==> src/verilog/handler_out_defs.vh <==
// Constants for the handler output auto-clear block
`ifndef HANDLER_OUT_DEFS_VH
`define HANDLER_OUT_DEFS_VH
// Clock rate in Hz (50 ns period)
`define CLK_HZ 20000000
// Delay units: the delay port counts microseconds
`define DELAY_W 26
// Maximum delay 60 s, in microseconds
`define DELAY_MAX_US 26'h3938700
// Minimum delay 0 s
`define DELAY_MIN_US 26'h0000000
// Default delay 100 us
`define DELAY_DEF_US 26'h0000064
// Skew of category lines around the strobe, in microseconds
`define SKEW_US 10
// Cycles per microsecond (rate / 1e6)
`define CYC_PER_US (`CLK_HZ / 1000000)
// Skew in cycles: 10 us at 20 MHz, sized to the skew counter
`define SKEW_CYC 9'h0c8
// Last count of the microsecond divider: 20 cycles, counted 0 to 19
`define TICK_LAST 5'h13
// Auto-clear enabled after reset
`define AUTO_CLEAR_RST 1'b1
// Default output level after reset
`define LEVEL_RST 4'h0
`endif

==> src/verilog/handler_output_autoclear.v <==
// Four-line handler output with pass/fail pattern, strobe timing and auto-clear
`timescale 1ns/100ps
`default_nettype none
`include "handler_out_defs.vh"
module handler_output_autoclear (
  // Clock and reset
  input wire sys_clk,
  input wire nrst,
  // Configuration
  input wire [3:0] output_level,
  input wire auto_clear_enable_wr,
  input wire auto_clear_enable_in,
  input wire auto_clear_delay_wr,
  input wire [25:0] auto_clear_delay_in,
  // Requests
  input wire clear_now_request,
  input wire pattern_valid,
  input wire [2:0] pattern_category,
  // Readback
  output reg auto_clear_enable,
  output reg [25:0] auto_clear_delay,
  output wire [25:0] auto_clear_delay_min,
  output wire [25:0] auto_clear_delay_max,
  output wire [25:0] auto_clear_delay_default,
  output reg delay_rejected,
  // Handler lines; bit 3 is the end-of-test strobe
  output reg [3:0] handler_lines,
  output reg end_of_test_strobe,
  output wire busy
);
  // Timing of one result, in edges after the take edge T, for a delay of D us:
  // T takes the pattern and shows it on lines 0-2 with line 4 at bit 3 of output_level;
  // T+200 raises line 4 and the strobe after the 10 us lead skew;
  // T+200+20D drops the strobe and sets line 4 to bit 3 of output_level after D whole microseconds;
  // T+400+20D returns every line to the programmed level.
  // A zero delay skips the strobe, so the lines return at T+400.
  // Skews count cycles, the strobe counts microsecond ticks, which keeps
  // a 60 s delay within a 26-bit counter instead of a 31-bit one.
  // Limitations to keep in mind:
  // the enable is looked at only as the lead skew ends, so a write during
  // the lead decides whether this result is held or auto-cleared;
  // a held pattern keeps line 4 high until a clear request or a new take arrives;
  // output_level is read at the strobe and trail ends, not latched with the take;
  // a new take during the trail skew cuts the trail short.

  // Sequencer states
  localparam [1:0] ST_IDLE = 2'b00;
  localparam [1:0] ST_LEAD = 2'b01;
  localparam [1:0] ST_STROBE = 2'b10;
  localparam [1:0] ST_TRAIL = 2'b11;
  localparam [8:0] SKEW = `SKEW_CYC;

  // Sequencer state and counters
  reg [1:0] state;
  reg [8:0] skew_count;
  reg [25:0] us_count;
  reg [25:0] active_delay;
  reg [2:0] held_pattern;
  reg held;
  // Phase decisions
  wire tick;
  wire restart;
  wire lead_done;
  wire strobe_done;
  wire trail_done;
  wire skew_phase;

  // Query answers are constants
  assign auto_clear_delay_min = `DELAY_MIN_US;
  assign auto_clear_delay_max = `DELAY_MAX_US;
  assign auto_clear_delay_default = `DELAY_DEF_US;
  assign busy = (state != ST_IDLE) || held;

  // Phase ends; the strobe ends on the tick that completes the last microsecond
  // Both skews share one counter since they never overlap
  assign skew_phase = (state == ST_LEAD) || (state == ST_TRAIL);
  assign lead_done = (state == ST_LEAD) && (skew_count == SKEW - 9'h001);
  assign trail_done = (state == ST_TRAIL) && (skew_count == SKEW - 9'h001);
  assign strobe_done = (state == ST_STROBE) && tick && (us_count == active_delay - 26'h0000001);

  // Tick phase is realigned as the strobe rises, so its width is exact
  assign restart = pattern_valid || lead_done;

  // Microsecond time base for the strobe width
  us_tick u_tick (
    .sys_clk(sys_clk),
    .nrst(nrst),
    .restart(restart),
    .tick(tick)
  );

  // Auto-clear enable; the sequencer samples it only at the end of the lead skew
  always @(posedge sys_clk) begin
    if (!nrst) begin
      auto_clear_enable <= `AUTO_CLEAR_RST;
    end else if (auto_clear_enable_wr) begin
      auto_clear_enable <= auto_clear_enable_in;
    end
  end

  // Delay setting; an out-of-range write is refused and flagged, old value kept
  always @(posedge sys_clk) begin
    if (!nrst) begin
      auto_clear_delay <= `DELAY_DEF_US;
      delay_rejected <= 1'b0;
    end else if (auto_clear_delay_wr) begin
      if (auto_clear_delay_in > `DELAY_MAX_US) begin
        delay_rejected <= 1'b1;
      end else begin
        auto_clear_delay <= auto_clear_delay_in;
        delay_rejected <= 1'b0;
      end
    end
  end

  // Skew counter for lead and trail; a take or a clear starts it from zero
  always @(posedge sys_clk) begin
    if (!nrst || clear_now_request || pattern_valid) begin
      skew_count <= 9'h000;
    end else if (lead_done || trail_done) begin
      skew_count <= 9'h000;
    end else if (skew_phase) begin
      skew_count <= skew_count + 9'h001;
    end
  end

  // Whole microseconds of strobe shown so far
  always @(posedge sys_clk) begin
    if (!nrst || clear_now_request || pattern_valid) begin
      us_count <= 26'h0000000;
    end else if (state == ST_STROBE && tick && !strobe_done) begin
      us_count <= us_count + 26'h0000001;
    end
  end

  // Sequencer: lead skew, strobe for the delay, trail skew, then clear
  always @(posedge sys_clk) begin
    if (!nrst) begin
      // Lines start at the reset level, strobe low
      state <= ST_IDLE;
      active_delay <= 26'h0000000;
      held_pattern <= 3'h0;
      held <= 1'b0;
      handler_lines <= `LEVEL_RST;
      end_of_test_strobe <= 1'b0;
    end else if (clear_now_request) begin
      // Clear wins over everything except reset, including a new pattern
      state <= ST_IDLE;
      held <= 1'b0;
      end_of_test_strobe <= 1'b0;
      handler_lines <= output_level;
    end else if (pattern_valid) begin
      // New pattern drops any pending one and restarts timing
      state <= ST_LEAD;
      active_delay <= auto_clear_delay;
      held_pattern <= pattern_category;
      held <= 1'b0;
      end_of_test_strobe <= 1'b0;
      handler_lines <= {output_level[3], pattern_category};
    end else begin
      case (state)

        // Lead: category lines settle before the strobe
        ST_LEAD: begin
          if (lead_done) begin
            if (!auto_clear_enable) begin
              // Disabled: raise strobe and hold indefinitely
              state <= ST_IDLE;
              held <= 1'b1;
              end_of_test_strobe <= 1'b1;
              handler_lines <= {1'b1, held_pattern};
            end else if (active_delay == 26'h0000000) begin
              // Zero delay: no strobe pulse, only the skews
              state <= ST_TRAIL;
            end else begin
              state <= ST_STROBE;
              end_of_test_strobe <= 1'b1;
              handler_lines <= {1'b1, held_pattern};
            end
          end
        end

        // Strobe: line 4 high for the latched delay
        ST_STROBE: begin
          if (strobe_done) begin
            // Strobe width equals programmed delay
            state <= ST_TRAIL;
            end_of_test_strobe <= 1'b0;
            handler_lines <= {output_level[3], held_pattern};
          end
        end

        // Trail: category lines held as hold margin after the strobe
        ST_TRAIL: begin
          if (trail_done) begin
            // Expiry returns the programmed level
            state <= ST_IDLE;
            handler_lines <= output_level;
          end
        end
        default: begin
          state <= ST_IDLE;
        end
      endcase
    end
  end
endmodule
`default_nettype wire

==> src/verilog/us_tick.v <==
// Microsecond tick generator from the system clock
`timescale 1ns/100ps
`default_nettype none
`include "handler_out_defs.vh"
module us_tick (
  // Clock and reset
  input wire sys_clk,
  input wire nrst,
  // Restart the count
  input wire restart,
  // One-cycle pulse every microsecond
  output reg tick
);
  localparam [4:0] LAST = `TICK_LAST;
  reg [4:0] count;

  // Restart loads one so the first tick is seen exactly 20 edges after the restart edge
  always @(posedge sys_clk) begin
    if (!nrst) begin
      count <= 5'h00;
      tick <= 1'b0;
    end else if (restart) begin
      count <= 5'h01;
      tick <= 1'b0;
    end else if (count == LAST) begin
      count <= 5'h00;
      tick <= 1'b1;
    end else begin
      count <= count + 5'h01;
      tick <= 1'b0;
    end
  end
endmodule
`default_nettype wire
==> config.mk <==
export PLATFORM = sky130hd
export DESIGN_NAME = handler_output_autoclear
export DESIGN_NICKNAME = d
export VERILOG_FILES = /design/src/verilog/handler_output_autoclear.v /design/src/verilog/us_tick.v
export VERILOG_INCLUDE_DIRS = /design/src /design/src/verilog
export SDC_FILE = /design/constraint.sdc
export NUM_CORES = 1
export LEC_CHECK = 0
export BUFFER_PORTS_ARGS = -buffer_cell sky130_fd_sc_hd__buf_2
export CAP_MARGIN = 20
export CORE_ASPECT_RATIO = 1.4
export CORE_MARGIN = 2
export CORE_UTILIZATION = 54
export CTS_CLUSTER_SIZE = 30
export DETAILED_ROUTE_END_ITERATION = 8
export GPL_TIMING_DRIVEN = 0
export PLACE_DENSITY = 0.87
export SLEW_MARGIN = 10
export SYNTH_ARGS = -nofsm -noshare
export SYNTH_HDL_FRONTEND = slang
export SYNTH_SLANG_ARGS = --single-unit
export TNS_END_PERCENT = 50
==> constraint.sdc <==
create_clock -name sys_clk -period 3.8 [get_ports sys_clk]
set_input_delay 0.38 -clock sys_clk [delete_from_list [all_inputs] [get_ports sys_clk]]
set_output_delay 0.38 -clock sys_clk [all_outputs]
set_load 0.005 [all_outputs]
Word-level counts from Yosys, hierarchy flattened
Index checks and enable logic that the tools add are counted.
- $add $sub $neg: 4
- order comparisons: 1
- eq/ne operators: 17
- multiplexer cells: 24
- bitwise gates (word level): 4
- reductions and logical operators: 29
- operator list (kind ; number):
    $mux 4 ; 7
    $add 26x1->26 const B ; 1
    $eq 26x26->1 ; 1
    $gt 26x26->1 const B ; 1
    $logic_not 26->1 ; 1
    $sub 26x1->26 const B ; 1
    $ne 3x3->1 const B ; 4
    $ne 4x4->1 const B ; 3
    $pmux 4 s3 ; 1
    $mux 1 ; 10
    $add 9x1->9 const B ; 1
    $eq 9x8->1 const B ; 1
    $reduce_and 3->1 ; 3
    $mux 2 ; 4
    $logic_or 1x1->1 ; 6
    $ne 2x2->1 const B ; 3
    $pmux 2 s3 ; 1
    $reduce_or 2->1 ; 3
    $reduce_or 3->1 ; 2
    $add 5x1->5 const B ; 1
    $eq 5x5->1 const B ; 1
    $logic_and 1x1->1 ; 5
    $ne 5x5->1 const B ; 1
    $reduce_and 5->1 ; 1
    9 further kinds ; 16
- register bits: 106
- input bits: 40
- logic and storage cells: 94

Depth between registers and ports, before layout
Gate-level depths: netlist of run 1.
- word-level depth: 7
- depth in mapped cells: 13

Hierarchy
A second synthesis of run 1 with hierarchy kept.
- cell total of the unflattened synthesis: 744
- area, all modules: 6197.2 µm²
- by module, submodules not included (module ; instances ; cells each ; area an instance (µm²) ; seq. area each (µm²)):
    handler_output_autoclear ; 1 ; 718 ; 5949.5 ; 2001.9
    us_tick ; 1 ; 26 ; 247.7 ; 120.1

Worst setup path before layout of run 1
No wires, ideal clock.
- path kind: flip-flop to flip-flop
- from: register active_delay[12]
- to: register us_count[17]
- data arrival time: 3273 ps
- data required time: 3729 ps
- path slack: 457 ps
- stages on the path, launching flop included: 13
- path through: dfxtp_1 -> buf_6 -> or4_4 -> buf_6 -> or4_1 -> buf_2 -> or4_1 -> nand2_1 -> nor4_2 -> a31o_4 -> buf_6 -> or4_1 -> a21oi_1
- longest elaborated chain between the ends: 5
- RTL lines (what ; line ; RTL):
    start: declaration ; handler_output_autoclear.v:57 ; reg [25:0] active_delay;
    start signal: assignment ; handler_output_autoclear.v:155 ; active_delay <= auto_clear_delay;
    $sub 26x1->26 ; handler_output_autoclear.v:79 ; assign strobe_done = (state == ST_STROBE) && tick && (us_count == active_delay - 26'h0000001);
    $eq 26x26->1 ; handler_output_autoclear.v:79 ;
    $logic_and 1x1->1 ; handler_output_autoclear.v:79 ;
    $logic_not 1->1 ; handler_output_autoclear.v:131 ; end else if (state == ST_STROBE && tick && !strobe_done) begin
    $logic_and 1x1->1 ; handler_output_autoclear.v:131 ;
    end signal: assignment ; handler_output_autoclear.v:132 ; us_count <= us_count + 26'h0000001;
    end: declaration ; handler_output_autoclear.v:56 ; reg [25:0] us_count;
No other way between the ends.
A chain may end at the register's enable or synchronous reset.

Worst setup path after layout of run 1
- from: register active_delay[12]
- to: register us_count[23]
The elaborated chain is that of the path after synthesis.

==> results of run 1 <==
[worst max-delay path, stage by stage (launching register included)]
cell and delay, ns:
dfxtp_1 0.31, buf_6 0.13, or4_4 0.53, buf_6 0.14, or4_1 0.38, buf_2 0.17
or4_1 0.47, o211ai_1 0.17, nor4_4 0.12, a31oi_1 0.66, nand3_1 0.22, mux2i_1 0.17
[final timing paths]
| check | from | to |
|---|---|---|
| setup / recovery | active_delay[12]$_SDFFE_PN0P_ | us_count[23]$_SDFFE_PP0P_ |
| hold / removal | auto_clear_enable_wr | auto_clear_enable$_SDFFE_PN1P_ |
| setup reg to reg | active_delay[12]$_SDFFE_PN0P_ | us_count[23]$_SDFFE_PP0P_ |
| hold reg to reg | held_pattern[0]$_SDFFE_PN0P_ | held_pattern[0]$_SDFFE_PN0P_ |
[placed cells by master (no fill, tap or decap), types with 26 or more instances in the layout]
cell and instances:
nand2_1 105, mux2i_1 28, buf_2 76, nor2_1 58
dfxtp_1 106, a21oi_1 59, or4_1 26, clkbuf_1 31
conb_1 78, buf_4 78
[power breakdown]
group | internal (mW) | switching [mW] | total (mW)
logic | 0.196 | 0.243 | 0.439
registers | 1.14 | 0.0293 | 1.17
clock network | 0.469 | 0.438 | 0.906
total | 1.81 | 0.710 | 2.52
[routing by layer]
metal	GRT usage (%)	vias up	share of wire, %
li1	-	2928	-
met1	26.5	2723	37
met2	46.8	309	51
met3	3.96	43	7.5
met4	13.3	0	4.2
met5	0	-	0
[cell usage after synthesis, drive strengths merged (7+ instances only)]
master,count
nand2b,9
nor4,15
and3,10
ha,8
nand2,105
o31ai,21
clkbuf,31
nor3,20
xnor2,16
mux2i,28
o211ai,7
or4,28
dfxtp,106
o21ai,12
nand4,17
xor2,25
buf,86
nor2,58
inv,19
a21oi,59
nand3,17
[registers in the layout (all words and copies together) (netlist names)]
signal,count
active_delay,26
auto_clear_delay,26
auto_clear_enable,1
delay_rejected,1
end_of_test_strobe,1
handler_lines,4
held,1
held_pattern,3
skew_count,9
state,2
u_tick.count,5
u_tick.tick,1
us_count,26
[per-stage QoR]
stage | instances | area [sq um] | utilization [%] | setup slack (ns)
after floorplan | 851 | 6500 | - | 0.457
after global placement | 1067 | 7040 | 62.4 | 0.130
after detailed placement | 1067 | 7040 | 62.4 | 0.0979
after CTS | 1083 | 7330 | 65.0 | 0.0838
after global routing | 1084 | 7380 | 65.4 | 0.0349
final | 1084 | 7380 | 65.4 | 0.209
[logic make-up after synthesis]
logic type	after synthesis	share of synthesized area, %
xor gates and xnor gates	41	5.78
AOI/OAI and AO/OA	137	14.3
DFF	106	34.1
and+or+nand+nor	317	26.0
muxes	28	4.51
other	2	0.121
adders and majority gates	8	1.61
buffers and inverters	136	13.5
[cell type report]
cell class | count | area share (%)
Buffer | 117 | 10.4
Clock buffer | 10 | 3.24
Clock inverter | 6 | 0.628
Inverter | 19 | 0.967
Multi-Input combinational cell | 609 | 48.6
Sequential cell | 106 | 28.8
Tap cell | 144 | 2.44
Timing Repair Buffer | 73 | 4.95
==> results list, run 1 <==
* Yosys top cell area share: about a third
- Sink count of the clock tree: 106
- During I/O placement, the number of pins put on the boundary was about 150.
* Clock tree from TritonCTS: built
* Final critical-path required period: around 3.6 ns
- Synthesis inferred 106 register bits.
- In the final routed layout, each cell accounts on average for 14.4 um.
* Worst Setup Path Type: flip-flop to flip-flop
- Setup Viol. Count Final: 0
* Power density over the cells: roughly 340 nW/um^2
* Fraction of registers with async set/reset: 0%
- In this run the core area contains 46 standard-cell rows.
* Worst-case vdd ir drop: about 0.25 mV
- Entering global routing, the biggest net connects 19 pins.
* Floorplan Core Area: 11300 sq um
- For this run the aggregate overflow at the end of global routing stands at 0.
- Die Ht: 131 um
* Number of buffers inserted during clock tree synthesis: 9
- Gpl congestion: 0.948
- The count of nets left with antenna violations once routing finished came out at 0.
* Clock Path Buffers: 2
- Number of enable flip-flop cells after synthesis: 0
- For this run, design rule violations remaining after detail routing come to 0.
* Flop-to-flop setup slack: between 0.2 and 0.25 ns
- The design draws approximately 2.5 mW.
- Maximum clock skew at final layout: 0.0115 ns
- Measured against its own limit, the worst slew margin works out to between 40% and 50%.
- Setup repair after global routing left no endpoint under its margin.
- Across all layers, the routed design uses 6003 vias.
- Maximum Capacitance Violations: 0
- Area contributors post-synth: dfxtp_1, buf_4, nand2_1
- Counting instances, the worst hold path has a depth of 2.
* Launching element type of the critical path: flip-flop
- Drt via density: 5.54
* Via count of the first global-routing pass: between 5000 and 6000
- The worst path uses 94.5% of the clock period.
- Cell chosen for the clock root: clkbuf_16
- Largest fanout on the critical path: 8
* Die area: 12400 sq um
* Initial standard-cell utilization of the core: 55.1%
- CTS resizes: 0
- The H-tree generated during clock tree synthesis spans 3 levels.
- Final hold analysis gives a worst-case slack of 0.240 ns.
- Cell count after synthesis: 775
* Hold Crit Class: input pin to flip-flop
- Outcome: complete, no violations
- The multi-input combinational cells in the finished layout cover a total of between 3000 and 4000 sq um.
- Post-synthesis to final-layout area growth: 18.6%
- In the final timing run, aggregate negative setup slack is 0 ns.
- CP Capture Type: flip-flop
- The synthesized netlist occupies a cell area of 6220 sq um.
- Die width: 94.7 um
- Based on the critical path, the design can be clocked at up to 0.278 GHz.
* Final slew viol count: 0
* Filler Cells Inserted: around 950
- Unique cell type count in the Yosys netlist: 59
- At the pin with the least slew margin, the transition time is 0.787 ns.
* Total detailed-routing wirelength: 15600 um
- In this run the post-CTS setup repair buffer count came out at 0.
- For the worst flop-to-flop path, the logic depth is 11.
- For this run, the number of Yosys warnings is 0.
- STA puts the critical path data required time at between 4 and 5 ns.
- Post-synthesis cell type with the largest combined area: dfxtp_1
* All-Layer GR Usage: 25.0%
* Flip-flop cell with the highest count after synthesis: dfxtp_1
- Input and output buffers added on the ports amount to 72.
- For this run, the detailed router's first-pass iteration total came to 5.
- Of the cells placed in the final design, the portion with a size suffix greater than 1 is a little over 20%.
* Number of hold violations in the final report: 0
- The number of antenna violations at the first check in global routing came to 0.
- For this design, the CTS-stage hold fixing added 0 buffers.
* FF/Latch Area: about 2100 sq um
- Post-detail-place hpwl: roughly 12000 um
- The first global-routing pass estimated around 25000 um of wire.
- The later pin in the worst-skew pair is clocked with a latency of 0.35 ns.
- Data on the critical path arrives at its endpoint at 3.83 ns.
- In this run the static leakage power is about 3.2 nW.
- Clk slew on worst S/H paths: 0.07 ns
- For this run, the register share of the synthesized area comes to about a third.
- The average instance in the mapped netlist occupies 8.02 sq um.
- Fin nets: a little under 1000
* Iter 0 DRT Violations: about 340
* Antenna cell count: 0
Power figures use the tool's default switching activity.
==> run 2: changes to the inputs <==
--- a/config.mk
+++ b/config.mk
@@ -18,5 +18,6 @@
 export SLEW_MARGIN = 10
 export SYNTH_ARGS = -nofsm -noshare
 export SYNTH_HDL_FRONTEND = slang
+export SYNTH_HIERARCHICAL = 1
 export SYNTH_SLANG_ARGS = --single-unit
 export TNS_END_PERCENT = 50
==> run 2 against run 1 <==
First-iteration DRC count is 34% higher. Register-to-register slack better by 0.04 ns. Sequential power hardly changed.
==> results list, run 2 <==
- Endpoint required time on the critical path: 4.08 ns (+0.05 ns)
- Worst Setup Path Type: flip-flop to flip-flop
- The number of remaining DRC errors came to 0 (unchanged).
* Sw Pwr: 0.662 mW (-6.7%)
* Die width: 94.5 um (-0.15%)
- Outcome: complete, no violations
* All-Layer GR Usage: 24.0% (-1.0 points)
* Residual overflow from global routing: 0 (unchanged)
- The setup TNS came to 0 ns (unchanged).
- Boundary pin count: 152 (unchanged)
* Most instantiated library cell after synthesis: nand2_1
- In this run the critical register-to-register path is launched from active_delay[0]$_SDFFE_PN0P_.
- The sequential share of power came to 46.9% (+0.3 points).
* Reg-to-reg critical path endpoint: us_count[19]$_SDFFE_PP0P_
* Number of optimization iterations in the first detailed-route pass: 6 (+1)
- The net count reported at finish was 952 (-3.2%).
- Of all cell types, the one taking the most synthesized area is dfxtp_1.
- Share of power burned in the clock network: 38.1% (+2.1 points)
- Post-detail-place hpwl: 11200 um (-5.2%)
* Maximum clock skew at final layout: 0.00805 ns (-0.00341 ns)
* Iter 0 DRT Violations: 461 (+34%)
* Yosys top cell area share: 34.2% (+0.11 points)
* Total detailed-routing wirelength: 14700 um (-5.6%)
- The fraction of the cycle the final worst path needs was 93.4% (-1.1 points).
- The via count of the first global-routing pass was 5078 (-7.5%).
* Fraction of registers with async set/reset: 0% (unchanged)
- The number of enable flip-flop cells after synthesis is 0 (unchanged).
- The count of standard-cell rows came to 46 (unchanged).
* Launch point of the worst path: active_delay[0]$_SDFFE_PN0P_
- Counting instances in the post-synthesis netlist gives the leading cell types as nand2_1, dfxtp_1, buf_4, nor2_1, mux2i_1.
* Largest fanout on the critical path: 10 (+2)
- Launching element type of the critical path: flip-flop
* Sequential fraction of the synthesis area: 34.2% (+0.11 points)
- The ratio of routed vias to standard cells was 5.34 (-3.6%).
- The power density normalized to cell area came to 341 nW/um^2 (about the same).
* Relative contribution of combinational cells to total power: 15.1% (-2.3 points)
- The maximum root-to-sink buffer count is 2 (unchanged).
* Cell count after synthesis: 744 (-4.0%)
- Fraction of final layout cells with drive strength greater than 1: 20.1% (-0.19 points)
- Most used cells in the layout excluding fill and tap cells: nand2_1, dfxtp_1, buf_2, buf_4, conb_1
- The minimum clock period is 3.55 ns (-0.0413 ns).
- The met3 track demand over resource in global routing was 3.84% (-0.11 points).
- Overall via count from detail_route: 5623 (-6.3%)
- The average wire length per cell after detail routing came to 14.0 um (-2.9%).
- Arrival time worst endpoint: 3.83 ns (about the same)
- Flip-flop cell with the highest count after synthesis: dfxtp_1
- The number of H-tree branching levels came to 3 (unchanged).
- The diode insertion count for antenna repair came to 0 (unchanged).
- Netlist area before placement: 6200 sq um (-0.32%)
* Synth Warn #: 6 (+6)
- The number of max-cap violations is 0 (unchanged).
* Leakage power: 3.19 nW (+0.21%)
- Top Usage Layer GRT: met2
* Setup repair after global routing missed its margin: no
- The number of fillers in the final layout is 945 (-0.32%).
* Setup Viol. Count Final: 0 (unchanged)
- Switching power as a share of total power: 26.4% (-1.8 points)
- Met2 GRT Util: 43.2% (-3.6 points)
- Mean post-synth cell area: 8.33 sq um (+3.8%)
- TritonCTS built the clock tree.
- CTS placed an instance of clkbuf_16 at the clock tree root.
* Initial standard-cell utilization of the core: 54.9% (-0.18 points)
- CP Capture Type: flip-flop
- The count of cell types in the netlist came to 64 (+8.5%).
- Clk slew on worst S/H paths: 0.07 ns (about the same)
* Floorplan Core Area: 11300 sq um (unchanged)
* Internal power: 1.84 mW (+2.0%)
- The height of the chip came to 131 um (-0.16%).
- Maximum number of pins on one net before global-route repair: 19 (unchanged)
* Registers with the most flip-flops: active_delay: 26 flops, auto_clear_delay: 26 flops, us_count: 26 flops
- GRT met1 Usage: 25.5% (-1.0 points)
- Sink count of the clock tree: 106 (unchanged)
* Depth of the worst register-to-register path: 10 (-1)
* Hold Crit Class: input pin to flip-flop
* Number of antenna violations at the first check in global routing: 0 (unchanged)
- Gpl congestion: 0.905 (-4.6%)
* Number of nets with antenna violations after detailed routing: 0 (unchanged)
* Remaining max-slew budget at the tightest pin: 39.9% (-6.9 points)
- The fraction of the core area covered by cells at the end of the flow came to 65.1% (-0.31 points).
* Number of hold violations in the final report: 0 (unchanged)
- Relative to the synthesized area, the layout overhead comes to 18.5%.
- Pin slew with the least headroom to its limit: 0.894 ns (+0.108 ns)
- Commonest non-fill, non-tap cell in the layout: nand2_1
- Number of buffers inserted during clock tree synthesis: 9 (unchanged)
- The number of buffers inserted by port buffering came to 73 (+1.4%).
- The register-to-register setup slack was 0.25 ns (+0.04 ns).
* Final slew viol count: 0 (unchanged)
- The worst-case vdd ir drop was 0.317 mV (+28%).
* Clock Latency Late Sink: 0.36 ns (about the same)
- Wire length of the first global-routing pass: 23500 um (-5.3%)
- Flip-flop and latch count after synthesis: 106 (unchanged)
- Area contributors post-synth: dfxtp_1, buf_4, nand2_1
* CP endpoint: us_count[19]$_SDFFE_PP0P_
- The area of the die was 12400 sq um (-0.31%).
- The maximum clock frequency was 0.282 GHz (+1.2%).
-- run 2: changes by cell type after synthesis, sizes merged, moves of 8 or more --
| cell | before | now |
|---|---|---|
| nor2b | 5 | 28 |
| a21boi | 1 | 23 |
| o31ai | 21 | 7 |
| mux2i | 28 | 36 |
| or4 | 28 | 19 |
| a21oi | 59 | 24 |
| nor2 | 58 | 39 |
| inv | 19 | 11 |
-- run 2: metal layers --
| layer | vias up | part of all wire (%) |
|---|---|---|
| met3 | 59 | 6.0 |
| met5 | - | 0 |
| li1 | 2792 | - |
| met4 | 0 | 5.4 |
| met2 | 251 | 51 |
| met1 | 2521 | 37 |
-- run 2: layout make-up --
class                   instances  area, sq um  share of cell area [%]
inverters                      12         45.0                   0.614
clock inverters                 7         76.3                    1.04
repair buffers                 73          365                    4.98
flip-flops and latches        106         2120                    28.9
multi-input cells             593         3610                    49.2
clock buffers                   9          225                    3.07
plain buffers                 109          716                    9.75
well taps                     144          180                    2.45
-- run 2: power by group through the flow --
| stage | Clock [mW] | Combinational (mW) | Sequential [mW] |
|---|---|---|---|
| 6_report | 0.954 | 0.378 | 1.17 |
| 5_1_grt | 1.00 | 0.419 | 1.18 |
| 4_1_cts | 0.956 | 0.371 | 1.17 |
| 3_5_place_dp | 0 | 0.369 | 1.20 |
| 3_3_place_gp | 0 | 0.361 | 1.20 |
| 2_1_floorplan | 0 | 0.270 | 1.19 |
-- run 2: timing repair --
item / CTS / global route
setup endpoints to repair: 0 / 22
resized for setup: 0 / 3
buffers inserted: 0 / 0
hold buffers: 0 / 0
endpoints found under the hold margin: 0 / 0
-- run 2: logic make-up (layout without fill, tap and decap cells) --
| logic type | count (synthesis) | after routing | share of synthesized area (%) |
|---|---|---|---|
| adders and majority gates | 8 | 8 | 1.62 |
| AOI/OAI and AO/OA | 123 | 123 | 14.1 |
| other | 2 | 78 | 0.121 |
| and+or+nand+nor | 304 | 304 | 25.3 |
| DFF | 106 | 106 | 34.2 |
| buffers and inverters | 121 | 210 | 12.3 |
| muxes | 37 | 37 | 6.00 |
| xor gates and xnor gates | 43 | 43 | 6.30 |
-- run 2: worst min path at each step --
stage	startpoint	end	slack, ns	depth (start not counted)
6_report	auto_clear_enable_in	auto_clear_enable$_SDFFE_PN1P_	0.24	3
5_1_grt	auto_clear_enable_in	auto_clear_enable$_SDFFE_PN1P_	0.27	3
4_1_cts	auto_clear_enable_in	auto_clear_enable$_SDFFE_PN1P_	0.24	3
3_5_place_dp	handler_lines[3]$_SDFFE_PN0P_	handler_lines[3]$_SDFFE_PN0P_	0.46	2
3_3_place_gp	handler_lines[3]$_SDFFE_PN0P_	handler_lines[3]$_SDFFE_PN0P_	0.44	2
2_1_floorplan	held$_SDFFE_PP0P_	held$_SDFFE_PP0P_	0.43	2
-- run 2: per-stage QoR --
step           power (mW)  hold slack (ns)  worst slack, ns  cell area, sq um  cells
4_1_cts              2.50            0.239            0.144              7330   1053
3_5_place_dp         1.57            0.455            0.160              7030   1037
6_report             2.51            0.237            0.250              7340   1053
3_3_place_gp         1.56            0.442            0.141              7030   1037
2_1_floorplan        1.47            0.431            0.835              6480    820
5_1_grt              2.60            0.270           0.0273              7340   1053
-- run 2: worst max-delay path, cell delays in order, from the launching register on --
cell	delay [ns]
dfxtp_1	0.37
or4_1	0.64
or4_1	0.45
xnor2_1	0.14
nor4_1	0.47
nand4_2	0.28
o211ai_2	0.33
buf_2	0.27
buf_2	0.27
o31ai_1	0.11
a21oi_1	0.14
==> run 3: changes to the inputs <==
--- a/config.mk
+++ b/config.mk
@@ -14,6 +14,7 @@
 export CTS_CLUSTER_SIZE = 30
 export DETAILED_ROUTE_END_ITERATION = 8
 export GPL_TIMING_DRIVEN = 0
+export MAX_ROUTING_LAYER = met4
 export PLACE_DENSITY = 0.87
 export SLEW_MARGIN = 10
 export SYNTH_ARGS = -nofsm -noshare
==> run 3 against run 2 <==
Global-route usage increased by 0.70 points. Wire length decreased by 0.24%. Power about the same. Critical path type unchanged. Via count increased by 0.50%.
==> results list, run 3 (synthesis gave the netlist of run 2 again) <==
- The flow ran to the end, and the final reports show no timing, DRC or antenna violations.
- Count of placed standard cells including taps: 1037 (unchanged)
* Maximum clock skew at final layout: 0.00837 ns (+0.000317 ns)
* CP endpoint: us_count[19]$_SDFFE_PP0P_
- Die width: 94.5 um (unchanged)
- Residual overflow from global routing: 0 (unchanged)
- STA classifies the critical path endpoint as a flip-flop.
- The fraction of the cycle the final worst path needs came to 93.3% (-0.15 points).
- Drt via density: 5.37 (+0.50%)
* Area of combinational cells with multiple inputs: 3610 sq um (unchanged)
* Launch point of the worst path: active_delay[0]$_SDFFE_PN0P_
- Post-detail-place hpwl: 11200 um (unchanged)
- For this design, the slowest cell found on the critical path is or4_1.
- The minimum hold slack came to 0.246 ns (+0.00897 ns).
- The worst setup path is launched from a flip-flop.
* Setup repair after global routing missed its margin: no
* Clock Latency Late Sink: 0.35 ns (about the same)
- Registers with the most flip-flops: active_delay: 26 flops, auto_clear_delay: 26 flops, us_count: 26 flops
* Stages on the worst setup path: 10 (unchanged)
- Power density over the cells: 341 nW/um^2 (about the same)
- The core area came to 11300 sq um (unchanged).
- The number of max-cap violations is 0 (unchanged).
- Die area: 12400 sq um (unchanged)
- Total Power: 2.51 mW (about the same)
- Hold Crit Class: input pin to flip-flop
* Fin nets: 952 (unchanged)
- Post-synthesis to final-layout area growth: 18.5% (unchanged)
* Maximum number of pins on one net before global-route repair: 19 (unchanged)
- Filler Cells Inserted: 945 (unchanged)
* Worst-case vdd ir drop: 0.319 mV (+0.67%)
- The starting utilization of the core area was 54.9% (unchanged).
* Top cell family by delay on the critical path: simple AND/OR/NAND/NOR gates
* Number of optimization iterations in the first detailed-route pass: 6 (unchanged)
- Flop-to-flop setup slack: 0.26 ns (about the same)
- The final number of setup-violating endpoints was 0 (unchanged).
* Gpl congestion: 0.920 (+1.7%)
* Antenna cell count: 0 (unchanged)
- Largest fanout on the critical path: 10 (unchanged)
- The via count is 5651 (+0.50%).
* Number of standard cells in the final layout excluding fillers: 1053 (unchanged)
* Number of antenna violations at the first check in global routing: 0 (unchanged)
- Worst Setup Path Type: flip-flop to flip-flop
- TNS Setup: 0 ns (unchanged)
- All-Layer GR Usage: 24.7% (+0.70 points)
- Number of buffers inserted during clock tree synthesis: 9 (unchanged)
- The total area of sequential cells is 2120 sq um (unchanged).
- Wire length of the first global-routing pass: 23500 um (+0.11%)
- The number of DRC violations after detailed-routing iteration 0 came to 471 (+2.2%).
- Endpoint required time on the critical path: 4.08 ns (about the same)
* Most used cells in the layout excluding fill and tap cells: nand2_1, dfxtp_1, buf_2, buf_4, conb_1
* Arrival time worst endpoint: 3.82 ns (about the same)
* Number of levels in the clock H-tree: 3 (unchanged)
- The count of buffer and inverter cells on the critical path was 2 (unchanged).
* Depth of the worst register-to-register path: 10 (unchanged)
- Walking the worst path, the cells encountered are or4_1, or4_1, xnor2_1, nor4_1, nand4_2, o211ai_2, buf_2, buf_2, o31ai_1, a21oi_1.
- In this run the critical register-to-register path is captured at us_count[19]$_SDFFE_PP0P_.
* Clk slew on worst S/H paths: 0.07 ns (about the same)
- The height of the chip came to 131 um (unchanged).
* Clock tree from TritonCTS: built
* Number of hold buffers added after cts: 0 (unchanged)
- The maximum root-to-sink buffer count was 2 (unchanged).
* Remaining DRCs: 0 (unchanged)
- Leaving out fill and tap cells, the most frequent cell in the layout is nand2_1.
* Leakage power: 3.19 nW (unchanged)
- Via count of the first global-routing pass: 5091 (+0.26%)
- The tree is rooted in a clkbuf_16.
- Buffers added on ports: 73 (unchanged)
- Maximum clock rate: 0.282 GHz (+0.16%)
- Number of nets with antenna violations after detailed routing: 0 (unchanged)
- Remaining max-slew budget at the tightest pin: 39.0% (-0.90 points)
- The average wire length per cell after detail routing is 13.9 um (-0.24%).
- Number of hold violations in the final report: 0 (unchanged)
- The minimum clock period is 3.54 ns (-0.00553 ns).
* Pin slew with the least headroom to its limit: 0.908 ns (+0.0134 ns)
- Worst reg2reg startpoint: active_delay[0]$_SDFFE_PN0P_
- The biggest cell delay along the critical path came to 0.64 ns (about the same).
- Sink count of the clock tree: 106 (unchanged)
- The count of standard-cell rows is 46 (unchanged).
- The number of top-level design ports is 152 (unchanged).
* Final slew viol count: 0 (unchanged)
* Fraction of final layout cells with drive strength greater than 1: 20.1% (unchanged)
- Total detailed-routing wirelength: 14700 um (-0.24%)
[run 3: cell counts in the layout (fill, tap and decap cells not counted)]
Identical to the previous run, type by type.
[run 3: per-layer routing]
layer,vias to the layer above,track usage (%),wire length [um]
met5,-,-,0
met4,0,16.6,820
met3,65,3.73,950
met2,273,42.9,7470
met1,2524,25.6,5440
li1,2789,-,-
[run 3: worst min path at each step]
| stage | cells past startpoint | slack [ns] | from | endpoint |
|---|---|---|---|---|
| 6_report | 3 | 0.25 | auto_clear_enable_in | auto_clear_enable$_SDFFE_PN1P_ |
| 5_1_grt | 3 | 0.27 | auto_clear_enable_in | auto_clear_enable$_SDFFE_PN1P_ |
| 4_1_cts | 3 | 0.24 | auto_clear_enable_in | auto_clear_enable$_SDFFE_PN1P_ |
| 3_5_place_dp | 2 | 0.46 | handler_lines[3]$_SDFFE_PN0P_ | handler_lines[3]$_SDFFE_PN0P_ |
| 3_3_place_gp | 2 | 0.44 | handler_lines[3]$_SDFFE_PN0P_ | handler_lines[3]$_SDFFE_PN0P_ |
| 2_1_floorplan | 2 | 0.43 | held$_SDFFE_PP0P_ | held$_SDFFE_PP0P_ |
[run 3: layout make-up]
cell class / instances / area share [%]
inverters: 12 / 0.614
repair buffers: 73 / 4.98
flip-flops and latches: 106 / 28.9
clock inverters: 7 / 1.04
plain buffers: 109 / 9.75
multi-input cells: 593 / 49.2
well taps: 144 / 2.45
clock buffers: 9 / 3.07
[run 3: worst min-delay path, stage by stage]
cell     delay (ns)
buf_2          0.07
mux2i_1        0.06
nand2_1        0.06
[run 3: through the flow]
stage                     area (sq um)  worst slack, ns  utilization (%)
after floorplan                   6480            0.835                -
after global placement            7030            0.141             62.3
after detailed placement          7030            0.160             62.3
after CTS                         7330            0.144             65.0
after global routing              7340           0.0273             65.1
final                             7340            0.256             65.1
[run 3: what timing repair did]
action | CTS | global route
resized for setup | 0 | 3
buffers inserted | 0 | 0
endpoints found under the setup margin | 0 | 22
[run 3: where the power goes]
part	internal, mW	switching [mW]
Sequential	1.14	0.0309
Clock	0.516	0.438
Combinational	0.185	0.192
Total	1.84	0.661
